**src/hw/opdec_pkg.sv**
```systemverilog
// Constants and types shared by the 16-bit minicomputer operation decoder.
// Assumes words are written as six octal digits, the first being bit 15 alone.
package opdec_pkg;
  localparam int W = 16;

  // Field positions
  localparam int OP4_HI   = 15;
  localparam int OP4_LO   = 12;
  localparam int GRP_HI   = 11;
  localparam int GRP_LO   = 9;
  localparam int LOP_HI   = 8;
  localparam int LOP_LO   = 3;
  localparam int MODE_HI  = 2;
  localparam int MODE_LO  = 0;
  localparam int SMODE_HI = 11;
  localparam int SMODE_LO = 9;
  localparam int F9_HI    = 8;
  localparam int F9_LO    = 0;
  localparam int SBASE_HI = 8;
  localparam int SBASE_LO = 5;
  localparam int SCNT_HI  = 4;
  localparam int SCNT_LO  = 0;
  localparam int RS_HI    = 8;
  localparam int RS_LO    = 6;
  localparam int RO_HI    = 5;
  localparam int RO_LO    = 3;
  localparam int RD_HI    = 2;
  localparam int RD_LO    = 0;
  localparam int RCOND    = 2;
  localparam int IOR_HI   = 8;
  localparam int IOR_LO   = 6;
  localparam int DEV_HI   = 5;
  localparam int DEV_LO   = 0;

  // Leading two-digit codes (bits 15..12)
  localparam logic [3:0] OP_LONG  = 4'h0;
  localparam logic [3:0] OP_IO    = 4'h8;
  localparam logic [3:0] OP_LDA_S = 4'h9;
  localparam logic [3:0] OP_XOR_S = 4'hc;
  localparam logic [3:0] OP_AND_S = 4'hd;
  localparam logic [3:0] OP_OR_S  = 4'he;
  localparam logic [3:0] OP_JMP_S = 4'hf;

  // Groups under leading 00
  localparam logic [2:0] G_LONG  = 3'h0;
  localparam logic [2:0] G_SHIFT = 3'h1;
  localparam logic [2:0] G_COPY  = 3'h2;
  localparam logic [2:0] G_DXS   = 3'h3;
  localparam logic [2:0] G_SKT   = 3'h4;
  localparam logic [2:0] G_SKF   = 3'h5;
  localparam logic [2:0] G_IXS   = 3'h6;

  // Long-form operation codes (octal 10, 20, 21, 22, 40, 41)
  localparam logic [5:0] L_DRS  = 6'h08;
  localparam logic [5:0] L_CAS  = 6'h10;
  localparam logic [5:0] L_CBS  = 6'h11;
  localparam logic [5:0] L_CXS  = 6'h12;
  localparam logic [5:0] L_LEA  = 6'h20;
  localparam logic [5:0] L_TRAP = 6'h21;

  // I/O groups
  localparam logic [2:0] IO_EXC   = 3'h0;
  localparam logic [2:0] IO_SENSE = 3'h1;
  localparam logic [2:0] IO_OUT   = 3'h2;
  localparam logic [2:0] IO_CIN   = 3'h3;
  localparam logic [2:0] IO_INTR  = 3'h4;
  localparam logic [2:0] IO_ORIN  = 3'h5;
  localparam logic [1:0] INTR_ARM_BIT = 2'h1;

  // Register selectors used by copy, I/O and compare
  localparam logic [2:0] R_NONE = 3'h0;
  localparam logic [2:0] R_A    = 3'h1;
  localparam logic [2:0] R_B    = 3'h2;
  localparam logic [2:0] R_X    = 3'h3;
  localparam logic [2:0] R_MEM  = 3'h4;

  // Skip condition mask bits
  localparam int C_SW_LO  = 0;
  localparam int C_SW_HI  = 3;
  localparam int C_OVF    = 4;
  localparam int C_APOS   = 5;
  localparam int C_AZERO  = 6;
  localparam int C_BZERO  = 7;
  localparam int C_XZERO  = 8;

  typedef enum logic [3:0] {
    CLS_NONE, CLS_LONG_MEM, CLS_SHORT_MEM, CLS_SHIFT, CLS_COPY,
    CLS_SKIP, CLS_INDEX, CLS_IO, CLS_INTR, CLS_TRAP
  } class_t;

  typedef enum logic [3:0] {
    MOP_NONE, MOP_LOAD_A, MOP_XOR_A, MOP_AND_A, MOP_OR_A, MOP_JUMP,
    MOP_DEC_SKIP, MOP_CMP_SKIP, MOP_LEA, MOP_OTHER
  } mem_op_t;

  typedef enum logic [2:0] {
    SH_ARITH_L, SH_ARITH_R, SH_LOGIC_L, SH_LOGIC_R, SH_ROTATE_L, SH_SET_OVF
  } shift_kind_t;

  typedef enum logic [1:0] {
    SR_A, SR_B, SR_PAIR
  } shift_reg_t;

  typedef enum logic [2:0] {
    CP_INC, CP_DEC, CP_PLAIN, CP_NEG, CP_COMPL, CP_A_TO_B, CP_A_TO_X, CP_X_TO_B
  } copy_op_t;
endpackage

```
**src/hw/skip_condition_eval.sv**
```systemverilog
// Evaluates a nine-bit skip condition mask against machine state.
// Assumes all inputs are already in the core clock domain.
`timescale 1ns/1ns
module skip_condition_eval
  import opdec_pkg::*;
(
  input  wire logic [8:0]   mask_in,
  input  wire logic [3:0]   sense_sw_in,
  input  wire logic         ovf_in,
  input  wire logic [W-1:0] a_in,
  input  wire logic [W-1:0] b_in,
  input  wire logic [W-1:0] x_in,
  output logic              cond_true_out
);
  logic a_zero;
  logic a_neg;
  logic [1:0] a_sel;
  logic a_term;

  assign a_zero = (a_in == '0);
  assign a_neg  = a_in[W-1];
  assign a_sel  = {mask_in[C_AZERO], mask_in[C_APOS]};

  // Both A bits together mean negative, not positive-or-zero
  always_comb
  begin
    case (a_sel)
      2'h1:    a_term = !a_zero && !a_neg;
      2'h2:    a_term = a_zero;
      2'h3:    a_term = a_neg;
      default: a_term = 1'b0;
    endcase
  end

  assign cond_true_out = |(mask_in[C_SW_HI:C_SW_LO] & sense_sw_in)
                       | (mask_in[C_OVF] & ovf_in)
                       | a_term
                       | (mask_in[C_BZERO] & (b_in == '0))
                       | (mask_in[C_XZERO] & (x_in == '0));
endmodule

```
**src/hw/reg_copy_unit.sv**
```systemverilog
// Register-copy datapath: selects source, applies the op, names destinations.
// Assumes register values are stable during the decode cycle.
`timescale 1ns/1ns
module reg_copy_unit
  import opdec_pkg::*;
(
  input  wire logic [2:0]   src_in,
  input  wire logic [2:0]   op_in,
  input  wire logic [1:0]   dst_in,
  input  wire logic [W-1:0] a_in,
  input  wire logic [W-1:0] b_in,
  input  wire logic [W-1:0] x_in,
  output logic [W-1:0]      result_out,
  output logic [2:0]        dst_out,
  output logic              side_en_out,
  output logic [2:0]        side_dst_out,
  output logic [W-1:0]      side_val_out
);
  logic [W-1:0] src;

  always_comb
  begin
    case (src_in)
      R_A:     src = a_in;
      R_B:     src = b_in;
      R_X:     src = x_in;
      default: src = '0;
    endcase
  end

  always_comb
  begin
    result_out   = src;
    side_en_out  = 1'b0;
    side_dst_out = R_NONE;
    side_val_out = '0;
    case (copy_op_t'(op_in))
      CP_INC:    result_out = src + 16'h0001;
      CP_DEC:    result_out = src - 16'h0001;
      CP_NEG:    result_out = '0 - src;
      CP_COMPL:  result_out = ~src;
      CP_A_TO_B:
      begin
        side_en_out  = 1'b1;
        side_dst_out = R_B;
        side_val_out = a_in;
      end
      CP_A_TO_X:
      begin
        side_en_out  = 1'b1;
        side_dst_out = R_X;
        side_val_out = a_in;
      end
      CP_X_TO_B:
      begin
        side_en_out  = 1'b1;
        side_dst_out = R_B;
        side_val_out = x_in;
      end
      default:   result_out = src;
    endcase
  end

  assign dst_out = {1'b0, dst_in};
endmodule

```
**src/hw/opcode_decoder.sv**
```systemverilog
// Operation decoder for the 16-bit minicomputer: classifies a fetched word
// and drives registered execution controls for one cycle per accepted word.
// Assumes instr_in, operand_in and register values come from core-clock logic;
// only the sense switches arrive from pins.
//
// What this block does
// - Leading 01-07 and 11-17 is short memory reference; 17 jumps, 11 loads A.
// - Short 14, 15, 16 XOR, AND, OR memory into A.
// - Long 10 decrements memory, writes back, skips when result is zero.
// - Long 20, 21, 22 compare memory with A, B or X and skip.
// - Load effective address into X is long 40; 41 through 77 trap.
// - Group 001 bases 000-500 are arithmetic shifts of A, B, pair.
// - Bases 040-540 are logical shifts; 600, 640, 700 rotate left.
// - Group 003 decrements X, group 006 increments X, skipping on zero.
// - Group 004 skips on true, 005 on false; 005 mask 0 always skips.
// - Mask bits: switches 1-4, overflow, A positive/zero/negative, B zero, X zero.
// - Register copy 002 s op d with eight operations on source and destination.
// - Conditional copy variants write only while overflow is set.
// - I/O group 0 is external control: r 0 immediate, 1-3 registers, else memory.
// - Group 3 clears then inputs; group 5 ORs input into A, B, X.
// - I/O group 1 senses device status into A, B, X or memory.
// - Group 1 with r 0 senses masked status and skips when zero.
// - 10 4 000/001 disarm, 002/003 arm; even clears overflow, odd sets.
// - Code 10 4 003 arms interrupts and sets overflow together.
// - Short 16 ORs the addressed memory word into A.
`timescale 1ns/1ns
module opcode_decoder
  import opdec_pkg::*;
(
  input  wire logic          core_clk_in,
  input  wire logic          rst_in,
  input  wire logic          instr_valid_in,
  input  wire logic [W-1:0]  instr_in,
  input  wire logic [W-1:0]  operand_in,
  input  wire logic [W-1:0]  dev_status_in,
  input  wire logic [W-1:0]  a_in,
  input  wire logic [W-1:0]  b_in,
  input  wire logic [W-1:0]  x_in,
  input  wire logic          ovf_in,
  input  wire logic [3:0]    sense_sw_in,
  output logic               done_out,
  output class_t             class_out,
  output mem_op_t            mem_op_out,
  output logic [2:0]         mode_out,
  output logic [8:0]         addr_out,
  output logic [2:0]         cmp_reg_out,
  output logic [W-1:0]       result_out,
  output logic               mem_write_out,
  output logic               skip_out,
  output shift_kind_t        shift_kind_out,
  output shift_reg_t         shift_reg_out,
  output logic [4:0]         shift_count_out,
  output logic               reg_write_out,
  output logic [2:0]         reg_dst_out,
  output logic               side_write_out,
  output logic [2:0]         side_dst_out,
  output logic [W-1:0]       side_val_out,
  output logic [2:0]         io_group_out,
  output logic [2:0]         io_reg_out,
  output logic [5:0]         io_dev_out,
  output logic               io_clear_first_out,
  output logic               io_or_in_out,
  output logic               intr_armed_out,
  output logic               ovf_set_out,
  output logic               ovf_clear_out
);
  // Switch pins are asynchronous; first stage feeds only the second
  logic [3:0] sw_meta;
  logic [3:0] sw_sync;

  always_ff @(posedge core_clk_in or posedge rst_in)
  begin
    if (rst_in)
    begin
      sw_meta <= '0;
      sw_sync <= '0;
    end
    else
    begin
      sw_meta <= sense_sw_in;
      sw_sync <= sw_meta;
    end
  end

  // Field extraction
  logic [3:0] op4;
  logic [2:0] grp;
  logic [5:0] lop;
  logic [8:0] f9;
  logic [2:0] io_r;

  assign op4  = instr_in[OP4_HI:OP4_LO];
  assign grp  = instr_in[GRP_HI:GRP_LO];
  assign lop  = instr_in[LOP_HI:LOP_LO];
  assign f9   = instr_in[F9_HI:F9_LO];
  assign io_r = instr_in[IOR_HI:IOR_LO];

  logic cond_true;

  skip_condition_eval u_cond (
    .mask_in       (f9),
    .sense_sw_in   (sw_sync),
    .ovf_in        (ovf_in),
    .a_in          (a_in),
    .b_in          (b_in),
    .x_in          (x_in),
    .cond_true_out (cond_true)
  );

  logic [W-1:0] cp_result;
  logic [2:0]   cp_dst;
  logic         cp_side_en;
  logic [2:0]   cp_side_dst;
  logic [W-1:0] cp_side_val;

  reg_copy_unit u_copy (
    .src_in       (instr_in[RS_HI:RS_LO]),
    .op_in        (instr_in[RO_HI:RO_LO]),
    .dst_in       (instr_in[RD_HI-1:RD_LO]),
    .a_in         (a_in),
    .b_in         (b_in),
    .x_in         (x_in),
    .result_out   (cp_result),
    .dst_out      (cp_dst),
    .side_en_out  (cp_side_en),
    .side_dst_out (cp_side_dst),
    .side_val_out (cp_side_val)
  );

  logic         next_done;
  class_t       next_cls;
  mem_op_t      next_mop;
  logic [2:0]   next_mode;
  logic [8:0]   next_addr;
  logic [2:0]   next_cmp_reg;
  logic [W-1:0] next_result;
  logic         next_mem_write;
  logic         next_skip;
  shift_kind_t  next_sh_kind;
  shift_reg_t   next_sh_reg;
  logic [4:0]   next_sh_cnt;
  logic         next_reg_write;
  logic [2:0]   next_reg_dst;
  logic         next_side_write;
  logic [2:0]   next_side_dst;
  logic [W-1:0] next_side_val;
  logic [2:0]   next_io_group;
  logic [2:0]   next_io_reg;
  logic [5:0]   next_io_dev;
  logic         next_io_clear;
  logic         next_io_or;
  logic         next_armed;
  logic         next_ovf_set;
  logic         next_ovf_clear;

  always_comb
  begin
    next_done       = instr_valid_in;
    next_cls        = CLS_NONE;
    next_mop        = MOP_NONE;
    next_mode       = '0;
    next_addr       = '0;
    next_cmp_reg    = R_NONE;
    next_result     = '0;
    next_mem_write  = 1'b0;
    next_skip       = 1'b0;
    next_sh_kind    = SH_ARITH_L;
    next_sh_reg     = SR_A;
    next_sh_cnt     = '0;
    next_reg_write  = 1'b0;
    next_reg_dst    = R_NONE;
    next_side_write = 1'b0;
    next_side_dst   = R_NONE;
    next_side_val   = '0;
    next_io_group   = '0;
    next_io_reg     = R_NONE;
    next_io_dev     = '0;
    next_io_clear   = 1'b0;
    next_io_or      = 1'b0;
    next_armed      = intr_armed_out;
    next_ovf_set    = 1'b0;
    next_ovf_clear  = 1'b0;
    if (instr_valid_in)
    begin
      if (op4 == OP_IO)
      begin
        next_cls      = CLS_IO;
        next_io_group = grp;
        next_io_dev   = instr_in[DEV_HI:DEV_LO];
        // Register sources 1-3 map directly; 0 immediate; the rest memory
        next_io_reg   = (io_r > R_X) ? R_MEM : io_r;
        case (grp)
          IO_CIN:   next_io_clear = 1'b1;
          IO_ORIN:  next_io_or    = 1'b1;
          IO_SENSE:
            if (io_r == R_NONE)
              next_skip = ((dev_status_in & operand_in) == '0);
          IO_INTR:
          begin
            next_cls       = CLS_INTR;
            next_io_reg    = R_NONE;
            next_armed     = instr_in[INTR_ARM_BIT];
            next_ovf_set   = instr_in[0];
            next_ovf_clear = !instr_in[0];
          end
          default:  next_io_clear = 1'b0;
        endcase
      end
      else if (op4 != OP_LONG)
      begin
        next_cls  = CLS_SHORT_MEM;
        next_mode = instr_in[SMODE_HI:SMODE_LO];
        next_addr = f9;
        case (op4)
          OP_JMP_S: next_mop = MOP_JUMP;
          OP_LDA_S: next_mop = MOP_LOAD_A;
          OP_XOR_S: next_mop = MOP_XOR_A;
          OP_AND_S: next_mop = MOP_AND_A;
          OP_OR_S:  next_mop = MOP_OR_A;
          default:  next_mop = MOP_OTHER;
        endcase
        if (next_mop inside {MOP_LOAD_A, MOP_XOR_A, MOP_AND_A, MOP_OR_A})
        begin
          next_reg_write = 1'b1;
          next_reg_dst   = R_A;
          case (next_mop)
            MOP_XOR_A: next_result = a_in ^ operand_in;
            MOP_AND_A: next_result = a_in & operand_in;
            MOP_OR_A:  next_result = a_in | operand_in;
            default:   next_result = operand_in;
          endcase
        end
      end
      else
      begin
        case (grp)
          G_LONG:
          begin
            next_cls  = CLS_LONG_MEM;
            next_mode = instr_in[MODE_HI:MODE_LO];
            next_mop  = MOP_OTHER;
            if (lop == L_DRS)
            begin
              next_mop       = MOP_DEC_SKIP;
              next_result    = operand_in - 16'h0001;
              next_mem_write = 1'b1;
              next_skip      = (operand_in == 16'h0001);
            end
            else if (lop >= L_CAS && lop <= L_CXS)
            begin
              next_mop     = MOP_CMP_SKIP;
              next_cmp_reg = (lop == L_CAS) ? R_A : (lop == L_CBS) ? R_B : R_X;
            end
            else if (lop == L_LEA)
            begin
              next_mop       = MOP_LEA;
              next_reg_write = 1'b1;
              next_reg_dst   = R_X;
              next_result    = operand_in;
            end
            else if (lop >= L_TRAP)
            begin
              next_cls = CLS_TRAP;
              next_mop = MOP_NONE;
            end
          end
          G_SHIFT:
          begin
            next_cls    = CLS_SHIFT;
            next_sh_cnt = instr_in[SCNT_HI:SCNT_LO];
            case (instr_in[SBASE_HI:SBASE_LO])
              4'h0, 4'h4, 4'h8:  next_sh_kind = SH_ARITH_L;
              4'h1, 4'h5, 4'h9:  next_sh_kind = SH_LOGIC_L;
              4'h2, 4'h6, 4'ha:  next_sh_kind = SH_ARITH_R;
              4'h3, 4'h7, 4'hb:  next_sh_kind = SH_LOGIC_R;
              4'hc, 4'hd, 4'he:  next_sh_kind = SH_ROTATE_L;
              default:           next_sh_kind = SH_SET_OVF;
            endcase
            case (instr_in[SBASE_HI:SBASE_LO])
              4'h4, 4'h5, 4'h6, 4'h7, 4'hd: next_sh_reg = SR_B;
              4'h8, 4'h9, 4'ha, 4'hb, 4'he: next_sh_reg = SR_PAIR;
              default:                      next_sh_reg = SR_A;
            endcase
            next_ovf_set = (next_sh_kind == SH_SET_OVF);
          end
          G_COPY:
          begin
            next_cls      = CLS_COPY;
            next_result   = cp_result;
            next_reg_dst  = cp_dst;
            next_side_dst = cp_side_dst;
            next_side_val = cp_side_val;
            // A conditional copy without overflow leaves destinations alone
            if (!instr_in[RCOND] || ovf_in)
            begin
              next_reg_write  = (cp_dst != R_NONE);
              next_side_write = cp_side_en;
            end
          end
          G_DXS:
          begin
            next_cls       = CLS_INDEX;
            next_reg_write = 1'b1;
            next_reg_dst   = R_X;
            next_result    = x_in - 16'h0001;
            next_skip      = (x_in == 16'h0001);
          end
          G_IXS:
          begin
            next_cls       = CLS_INDEX;
            next_reg_write = 1'b1;
            next_reg_dst   = R_X;
            next_result    = x_in + 16'h0001;
            next_skip      = (x_in == 16'hffff);
          end
          G_SKT:
          begin
            next_cls  = CLS_SKIP;
            next_skip = cond_true;
          end
          G_SKF:
          begin
            next_cls  = CLS_SKIP;
            next_skip = !cond_true;
          end
          default: next_cls = CLS_NONE;
        endcase
      end
    end
  end

  always_ff @(posedge core_clk_in or posedge rst_in)
  begin
    if (rst_in)
    begin
      done_out <= 1'b0;
      class_out <= CLS_NONE;
      mem_op_out <= MOP_NONE;
      mode_out <= '0;
      addr_out <= '0;
      cmp_reg_out <= R_NONE;
      result_out <= '0;
      mem_write_out <= 1'b0;
      skip_out <= 1'b0;
      shift_kind_out <= SH_ARITH_L;
      shift_reg_out <= SR_A;
      shift_count_out <= '0;
      reg_write_out <= 1'b0;
      reg_dst_out <= R_NONE;
      side_write_out <= 1'b0;
      side_dst_out <= R_NONE;
      side_val_out <= '0;
      io_group_out <= '0;
      io_reg_out <= R_NONE;
      io_dev_out <= '0;
      io_clear_first_out <= 1'b0;
      io_or_in_out <= 1'b0;
      intr_armed_out <= 1'b0;
      ovf_set_out <= 1'b0;
      ovf_clear_out <= 1'b0;
    end
    else
    begin
      done_out <= next_done;
      class_out <= next_cls;
      mem_op_out <= next_mop;
      mode_out <= next_mode;
      addr_out <= next_addr;
      cmp_reg_out <= next_cmp_reg;
      result_out <= next_result;
      mem_write_out <= next_mem_write;
      skip_out <= next_skip;
      shift_kind_out <= next_sh_kind;
      shift_reg_out <= next_sh_reg;
      shift_count_out <= next_sh_cnt;
      reg_write_out <= next_reg_write;
      reg_dst_out <= next_reg_dst;
      side_write_out <= next_side_write;
      side_dst_out <= next_side_dst;
      side_val_out <= next_side_val;
      io_group_out <= next_io_group;
      io_reg_out <= next_io_reg;
      io_dev_out <= next_io_dev;
      io_clear_first_out <= next_io_clear;
      io_or_in_out <= next_io_or;
      intr_armed_out <= next_armed;
      ovf_set_out <= next_ovf_set;
      ovf_clear_out <= next_ovf_clear;
    end
  end
endmodule

```
**config.mk**
```make
export PLATFORM = sky130hd
export DESIGN_NAME = opcode_decoder
export DESIGN_NICKNAME = d
export VERILOG_FILES = /design/src/hw/opdec_pkg.sv /design/src/hw/skip_condition_eval.sv /design/src/hw/reg_copy_unit.sv /design/src/hw/opcode_decoder.sv
export SDC_FILE = /design/constraint.sdc
export NUM_CORES = 1
export LEC_CHECK = 0
export ABC_AREA = 1
export BUFFER_PORTS_ARGS = -buffer_cell sky130_fd_sc_hd__clkbuf_2
export CAP_MARGIN = 15
export CORE_MARGIN = 4
export CORE_UTILIZATION = 45
export CTS_BUF_LIST = sky130_fd_sc_hd__clkbuf_8
export CTS_CLUSTER_DIAMETER = 120
export CTS_CLUSTER_SIZE = 20
export DETAILED_ROUTE_END_ITERATION = 10
export MAX_ROUTING_LAYER = met4
export PLACE_DENSITY = 0.8
export SLEW_MARGIN = 30
export SYNTH_ARGS = -nofsm -noshare
export SYNTH_HDL_FRONTEND = slang
export SYNTH_SLANG_ARGS = --single-unit
```
**constraint.sdc**
```tcl
create_clock -name core_clk_in -period 3.5 [get_ports core_clk_in]
set_input_delay 0.35 -clock core_clk_in [delete_from_list [all_inputs] [get_ports core_clk_in]]
set_output_delay 0.35 -clock core_clk_in [all_outputs]
set_load 0.005 [all_outputs]
```
==> results.ini, run 1 <==
[run_status]
status = finished, final reports clean

[placement]
io_buffers = 193
dp_hpwl_um = 26200
routabilityCongestion = 0.987

[cells_and_area]
area_delta_synth_final_pct = 16.6
multi_input_area_mm2 = 0.00511
n_antenna_cell = 0
seq_area_mm2 = 0.00245
layout-drive-gt1-share = 0.205
fin_nets = 1578
num-fill-cells = 1818
utilization = 0.539

[yosys]
post_synth_num_cell_types = 54
synth_simple_gate_area_frac = 0.340
synth_common_cells = nand2_1, inv_1, nand3_1
synth_xor_area_frac = 0.0136
synth_most_common_cell = nand2_1
synthesis.area_per_instance_um2 = 6.79
synth_top_family_by_area = simple AND/OR/NAND/NOR gates
synth.mux.area_fraction = 0
yosys-top-cells-area = dfrtp_1, nand2_1, ha_1
synth_top_area_frac = 0.292
synthesis.area_mm2 = 0.00839
ys_ff_latch = 98
ys.flop_type = dfrtp_1
synthCells = 1236
synthAdderAreaFrac = 0.0814
synth-compound-area-share = 0.172
yosysWarnings = 0
seq_area_frac_synth = 0.292
synth_edf_count = 0
synth_area_leader_cell = dfrtp_1
synthArstFlopShare = 1.00

[clock_network]
post_cts_buffers = 0
htree_levels = 3
cts_buffers = 9
numClockSinks = 98
cts_resized = 0
cts_tree = yes
cts_buffer_depth = 2
clock_latency_ns = 0.41
root_buffer = clkbuf_8
holdBufCountCts = 0
cts.clk_slew.worst_paths_ns = 0.13

[routing]
drc_errors = 0
vias = 9592
firstDrtPassIters = 6
ant_nets = 0
wl_per_cell_um = 19.7
routed_via_density = 5.80
wl_um = 32500
first_iter_violations = 1042

[timing]
rsz0062_at_grt = no
setup_viol = 0
fmax_mhz = 356
finalSetupTns_ns = 0
max_slew_margin = 0.449
tightest_slew_ns = 0.824
hold_viol_final = 0
drv_slew = 0
period_minus_slack_ns = 2.81
finClkSkew_ns = 0.0208
period_share = 0.802

[global_route]
grt_pass1_vias = 9042
grt_pass1_wl_um = 49400
grtUsageTotal = 0.316
overflow = 0
grt_max_degree = 61
grt_antenna_before_repair = 0

[floorplan]
die_h_um = 145
rows = 49
die_w_um = 145
initial_core_util = 0.462
die_area_mm2 = 0.0209
ios = 197
coreArea_mm2 = 0.0181

[power_and_ir_drop]
pwr-share-comb = 0.285
peakVddDrop_mv = 0.136
power_frac_clock = 0.294
sw_frac_of_total = 0.371
intPower_mw = 1.76
power.switching_mw = 1.04
static-leakage-power_nw = 5.29
seqPwrFrac = 0.421
p_per_area_mw_per_mm2 = 285

[worst_setup_path]
crit_type = in2reg
crit_fanout = 16
required_ns = 3.83
cp-end-kind = register
cp.arrival_ns = 3.13
critPathLaunchType = input port

[flow_run]
max-cap-violations = 0

[min_path]
min_path_type = in2reg

-- path summary, 6_finish.rpt --
path,start,slack (ns),to,cells past startpoint
max,instr_in[8],0.69,result_out[15]$_DFF_PP0_,18
min,sense_sw_in[3],0.04,sw_meta[3]$_DFF_PP0_,1
max reg2reg,sw_sync[3]$_DFF_PP0_,1.77,skip_out$_DFF_PP0_,9
min reg2reg,sw_meta[2]$_DFF_PP0_,0.35,sw_sync[2]$_DFF_PP0_,0
max in group asynchronous,rst_in,2.65,side_write_out$_DFF_PP0_,3
min in group asynchronous,rst_in,0.06,result_out[5]$_DFF_PP0_,2
-- state kept, by name, indices dropped and copies added (netlist names), 2 cells and up --
signal,count
result_out,16
reg_dst_out,2
sw_meta,4
addr_out,9
sw_sync,4
side_val_out,16
class_out,4
shift_reg_out,2
mem_op_out,4
cmp_reg_out,2
shift_count_out,5
io_reg_out,3
side_dst_out,2
io_dev_out,6
mode_out,3
shift_kind_out,3
io_group_out,3
-- final cells by class --
type,count,share of cell area
clock inverters,7,0.00921
repair buffers,211,0.113
flip-flops and latches,98,0.251
inverters,165,0.0636
multi-input cells,935,0.522
well taps,229,0.0293
clock buffers,9,0.0127
-- cell families after synthesis --
logic type,count (synthesis)
buffers and inverters,205
xor gates and xnor gates,13
other,1
adders and majority gates,54
and+or+nand+nor,626
DFF,98
AOI/OAI and AO/OA,239
-- critical path, stage by stage --
cell      delay, ns
clkbuf_2       0.20
inv_2          0.23
nand2_4        0.09
nor2_4         0.35
nand2_1        0.12
nand3_2        0.15
ha_1           0.30
a21oi_1        0.24
o21a_1         0.17
nor2_1         0.04
nor3_1         0.29
nand3_1        0.13
nand3_1        0.11
nand3_1        0.09
nand2_1        0.07
nand3_1        0.06
nand2_1        0.07
inv_1          0.05
-- metal layers --
metal  track usage  vias up  wire length, um
met3        0.0403       89             2660
met1         0.418     4439            13700
met2         0.488      554            14800
met4         0.133        0             1380
li1              -     4510                -
met5             -        -                0
-- layout by cell type, fill, tap and decap left out, types with 8 or more instances in the layout --
cell type | Yosys | layout
o21ai_0 | 58 | 58
nand4_1 | 15 | 15
nor3_1 | 26 | 26
inv_1 | 148 | 147
a21oi_1 | 84 | 84
buf_4 | 3 | 18
o2111ai_1 | 8 | 8
a221oi_1 | 17 | 17
nand2_1 | 286 | 286
ha_1 | 53 | 53
clkbuf_8 | 0 | 9
o22ai_1 | 17 | 17
nand3_1 | 117 | 117
dfrtp_1 | 98 | 98
xor2_1 | 11 | 11
clkbuf_2 | 0 | 193
o211ai_1 | 16 | 16
nor2_1 | 115 | 115
inv_2 | 14 | 14
nor4_1 | 10 | 10
nand3_2 | 11 | 11
nor2_2 | 14 | 14
-- metrics by stage --
step	area (um^2)	hold WS [ns]	worst slack, ns	instances	total power, mW
after floorplan	8400	0.331	0.588	1238	1.67
after global placement	9570	0.334	0.372	1638	1.97
after detailed placement	9570	0.336	0.297	1638	1.97
after CTS	9780	0.0367	0.734	1654	2.78
after global routing	9780	0.0355	0.434	1654	2.93
final	9780	0.0393	0.693	1654	2.79
-- power groups by stage --
stage	Combinational (mW)	Clock, mW	Sequential [mW]
floorplan	0.476	0	1.20
global placement	0.770	0	1.20
detailed placement	0.777	0	1.20
CTS	0.781	0.824	1.17
global route	0.883	0.869	1.18
finish	0.795	0.822	1.17
(Power assumes the default switching activity.)
==> inputs of run 2 (changes only) <==
Clock period 3.5 ns to 2.85 ns, I/O delays scaled along.
==> results.ini, run 2 (same netlist as run 1, synthesis figures left out) <==
[timing]
drv_slew = 0  ; unchanged
holdWs_ns = 0.0395  ; +0.000149 ns
setup_ws_ns = 0.354  ; -0.339 ns
max_slew_margin = 0.439  ; -0.00977
finClkSkew_ns = 0.00756  ; -0.0133 ns
setup_viol = 0  ; unchanged
finalSetupTns_ns = 0  ; unchanged
rsz0062_at_grt = no
period_share = 0.876
fmax_mhz = 401
hold_viol_final = 0  ; unchanged
period_minus_slack_ns = 2.50
tightest_slew_ns = 0.839  ; +0.0146 ns

[min_path]
min_path_type = in2reg

[clock_network]
cts.clk_slew.worst_paths_ns = 0.11  ; -0.02 ns
clock_latency_ns = 0.38  ; -0.03 ns
post_cts_buffers = 0  ; unchanged
cts_buffers = 9  ; unchanged
cts_tree = yes
cts_buffer_depth = 2  ; unchanged
root_buffer = clkbuf_8
htree_levels = 3  ; unchanged
numClockSinks = 98  ; unchanged

[worst_setup_path]
crit_fanout = 8  ; -8
cp-startpoint = instr_in[7]
cp.arrival_ns = 2.78  ; -0.35 ns
worstRegToRegCells = 9  ; unchanged
critPathLaunchType = input port
reg2reg_slack_ns = 1.10  ; -0.67 ns
required_ns = 3.13  ; -0.70 ns
cp-endpoint = result_out[8]$_DFF_PP0_
cp-end-kind = register
crit_type = in2reg
worstReg2RegStart = sw_sync[1]$_DFF_PP0_
rr_endpoint = skip_out$_DFF_PP0_

[power_and_ir_drop]
p_per_area_mw_per_mm2 = 351  ; +23%
static-leakage-power_nw = 5.45  ; +3.1%
p_total_mw = 3.53  ; +26%
peakVddDrop_mv = 0.267  ; +96%

[cells_and_area]
layout-drive-gt1-share = 0.218  ; +0.0131
largestRegisters = result_out (16), side_val_out (16), addr_out (9)
fin_nets = 1607  ; +1.8%
area_delta_synth_final_pct = 20.0
n_antenna_cell = 0  ; unchanged
num-fill-cells = 1773  ; -2.5%
final_common_cell = nand2_1
layout_common_cells = nand2_1, clkbuf_2, inv_1, nand3_1, nor2_1

[global_route]
grtUsageTotal = 0.307  ; -0.00836
grt_antenna_before_repair = 0  ; unchanged
grt_pass1_wl_um = 48300  ; -2.3%
grt_pass1_vias = 8915  ; -1.4%
overflow = 0  ; unchanged
grt_max_degree = 58  ; -4.9%

[placement]
dp_hpwl_um = 25700  ; -2.1%
routabilityCongestion = 1.04  ; +5.6%
io_buffers = 193  ; unchanged
detailedPlace.worstSlack_ns = -0.00948  ; -0.306 ns

[floorplan]
rows = 49  ; unchanged
initial_core_util = 0.462  ; unchanged
die_area_mm2 = 0.0209  ; unchanged
die_h_um = 145  ; unchanged
die_w_um = 145  ; unchanged
ios = 197  ; unchanged
coreArea_mm2 = 0.0181  ; unchanged

[routing]
ant_nets = 0  ; unchanged
wl_um = 31800  ; -2.2%
routed_via_density = 5.78  ; -0.30%
wl_per_cell_um = 18.9  ; -3.9%
first_iter_violations = 1334  ; +28%
firstDrtPassIters = 6  ; unchanged
vias = 9731  ; +1.4%
drc_errors = 0  ; unchanged

[flow_run]
max-cap-violations = 0  ; unchanged

[run_status]
status = finished, final reports clean

## run 2: cell count changes in the layout (fill, tap and decap cells not counted)
cell / change
buf_4: +22
clkinv_8: -1
bufinv_16: +1
dlygate4sd3_1: +4
inv_6: +2
clkinvlp_4: -2
buf_12: +3
## run 2: routing by layer
layer / up-vias / wire length [um] / global-route usage
met3: 72 / 3260 / 0.0503
met1: 4490 / 13100 / 0.405
li1: 4561 / - / -
met4: 0 / 1030 / 0.103
met5: - / 0 / -
met2: 608 / 14400 / 0.483
## run 2: how the worst min path moves through the flow
stage	startpoint	endpoint	slack [ns]	depth (start not counted)
after floorplan	instr_valid_in	done_out$_DFF_PP0_	0.32	0
after global placement	sw_meta[1]$_DFF_PP0_	sw_sync[1]$_DFF_PP0_	0.33	0
after detailed placement	sw_meta[2]$_DFF_PP0_	sw_sync[2]$_DFF_PP0_	0.34	0
after CTS	sense_sw_in[0]	sw_meta[0]$_DFF_PP0_	0.02	1
after global routing	sense_sw_in[0]	sw_meta[0]$_DFF_PP0_	0.02	1
final	sense_sw_in[0]	sw_meta[0]$_DFF_PP0_	0.04	1
## run 2: what timing repair did
item	4_1_cts	5_1_grt
resized for setup	0	0
hold buffers	4	0
endpoints found under the hold margin	17	0
## run 2: report_power, final
group	switching, mW	total (mW)	internal [mW]
Clock	0.566	1.08	0.511
Combinational	0.672	1.01	0.337
Sequential	0.0146	1.44	1.43
Total	1.25	3.53	2.28
## run 2: metrics by stage
step / instance area, um^2 / cells / utilization
global route: 10100 / 1683 / 0.555
floorplan: 8400 / 1238 / -
global placement: 9790 / 1663 / 0.540
CTS: 10100 / 1683 / 0.555
finish: 10100 / 1683 / 0.555
detailed placement: 9790 / 1663 / 0.540
## run 2: area by class of cell
class                      count  area (um^2)  area share
multi-input combinational    935         5110       0.507
sequential                    98         2450       0.244
timing repair buffer         240         1370       0.136
inverter                     165          622      0.0618
tap                          229          287      0.0285
clock buffer                   9          124      0.0123
clock inverter                 7          106      0.0106
## run 2: critical path, cell delays in order
cell,delay [ns]
clkbuf_2,0.28
inv_2,0.06
nor2_1,0.21
nand2_2,0.09
nor2_1,0.18
nor2_4,0.06
inv_1,0.12
fa_1,0.22
nand3_1,0.08
nand2_1,0.16
nand2_1,0.09
a21oi_1,0.18
inv_1,0.06
nand2_1,0.06
a21boi_0,0.07
o21ai_0,0.14
nand3_1,0.11
nand2_1,0.08
nand3_1,0.06
nand2_1,0.12
nor2_1,0.05
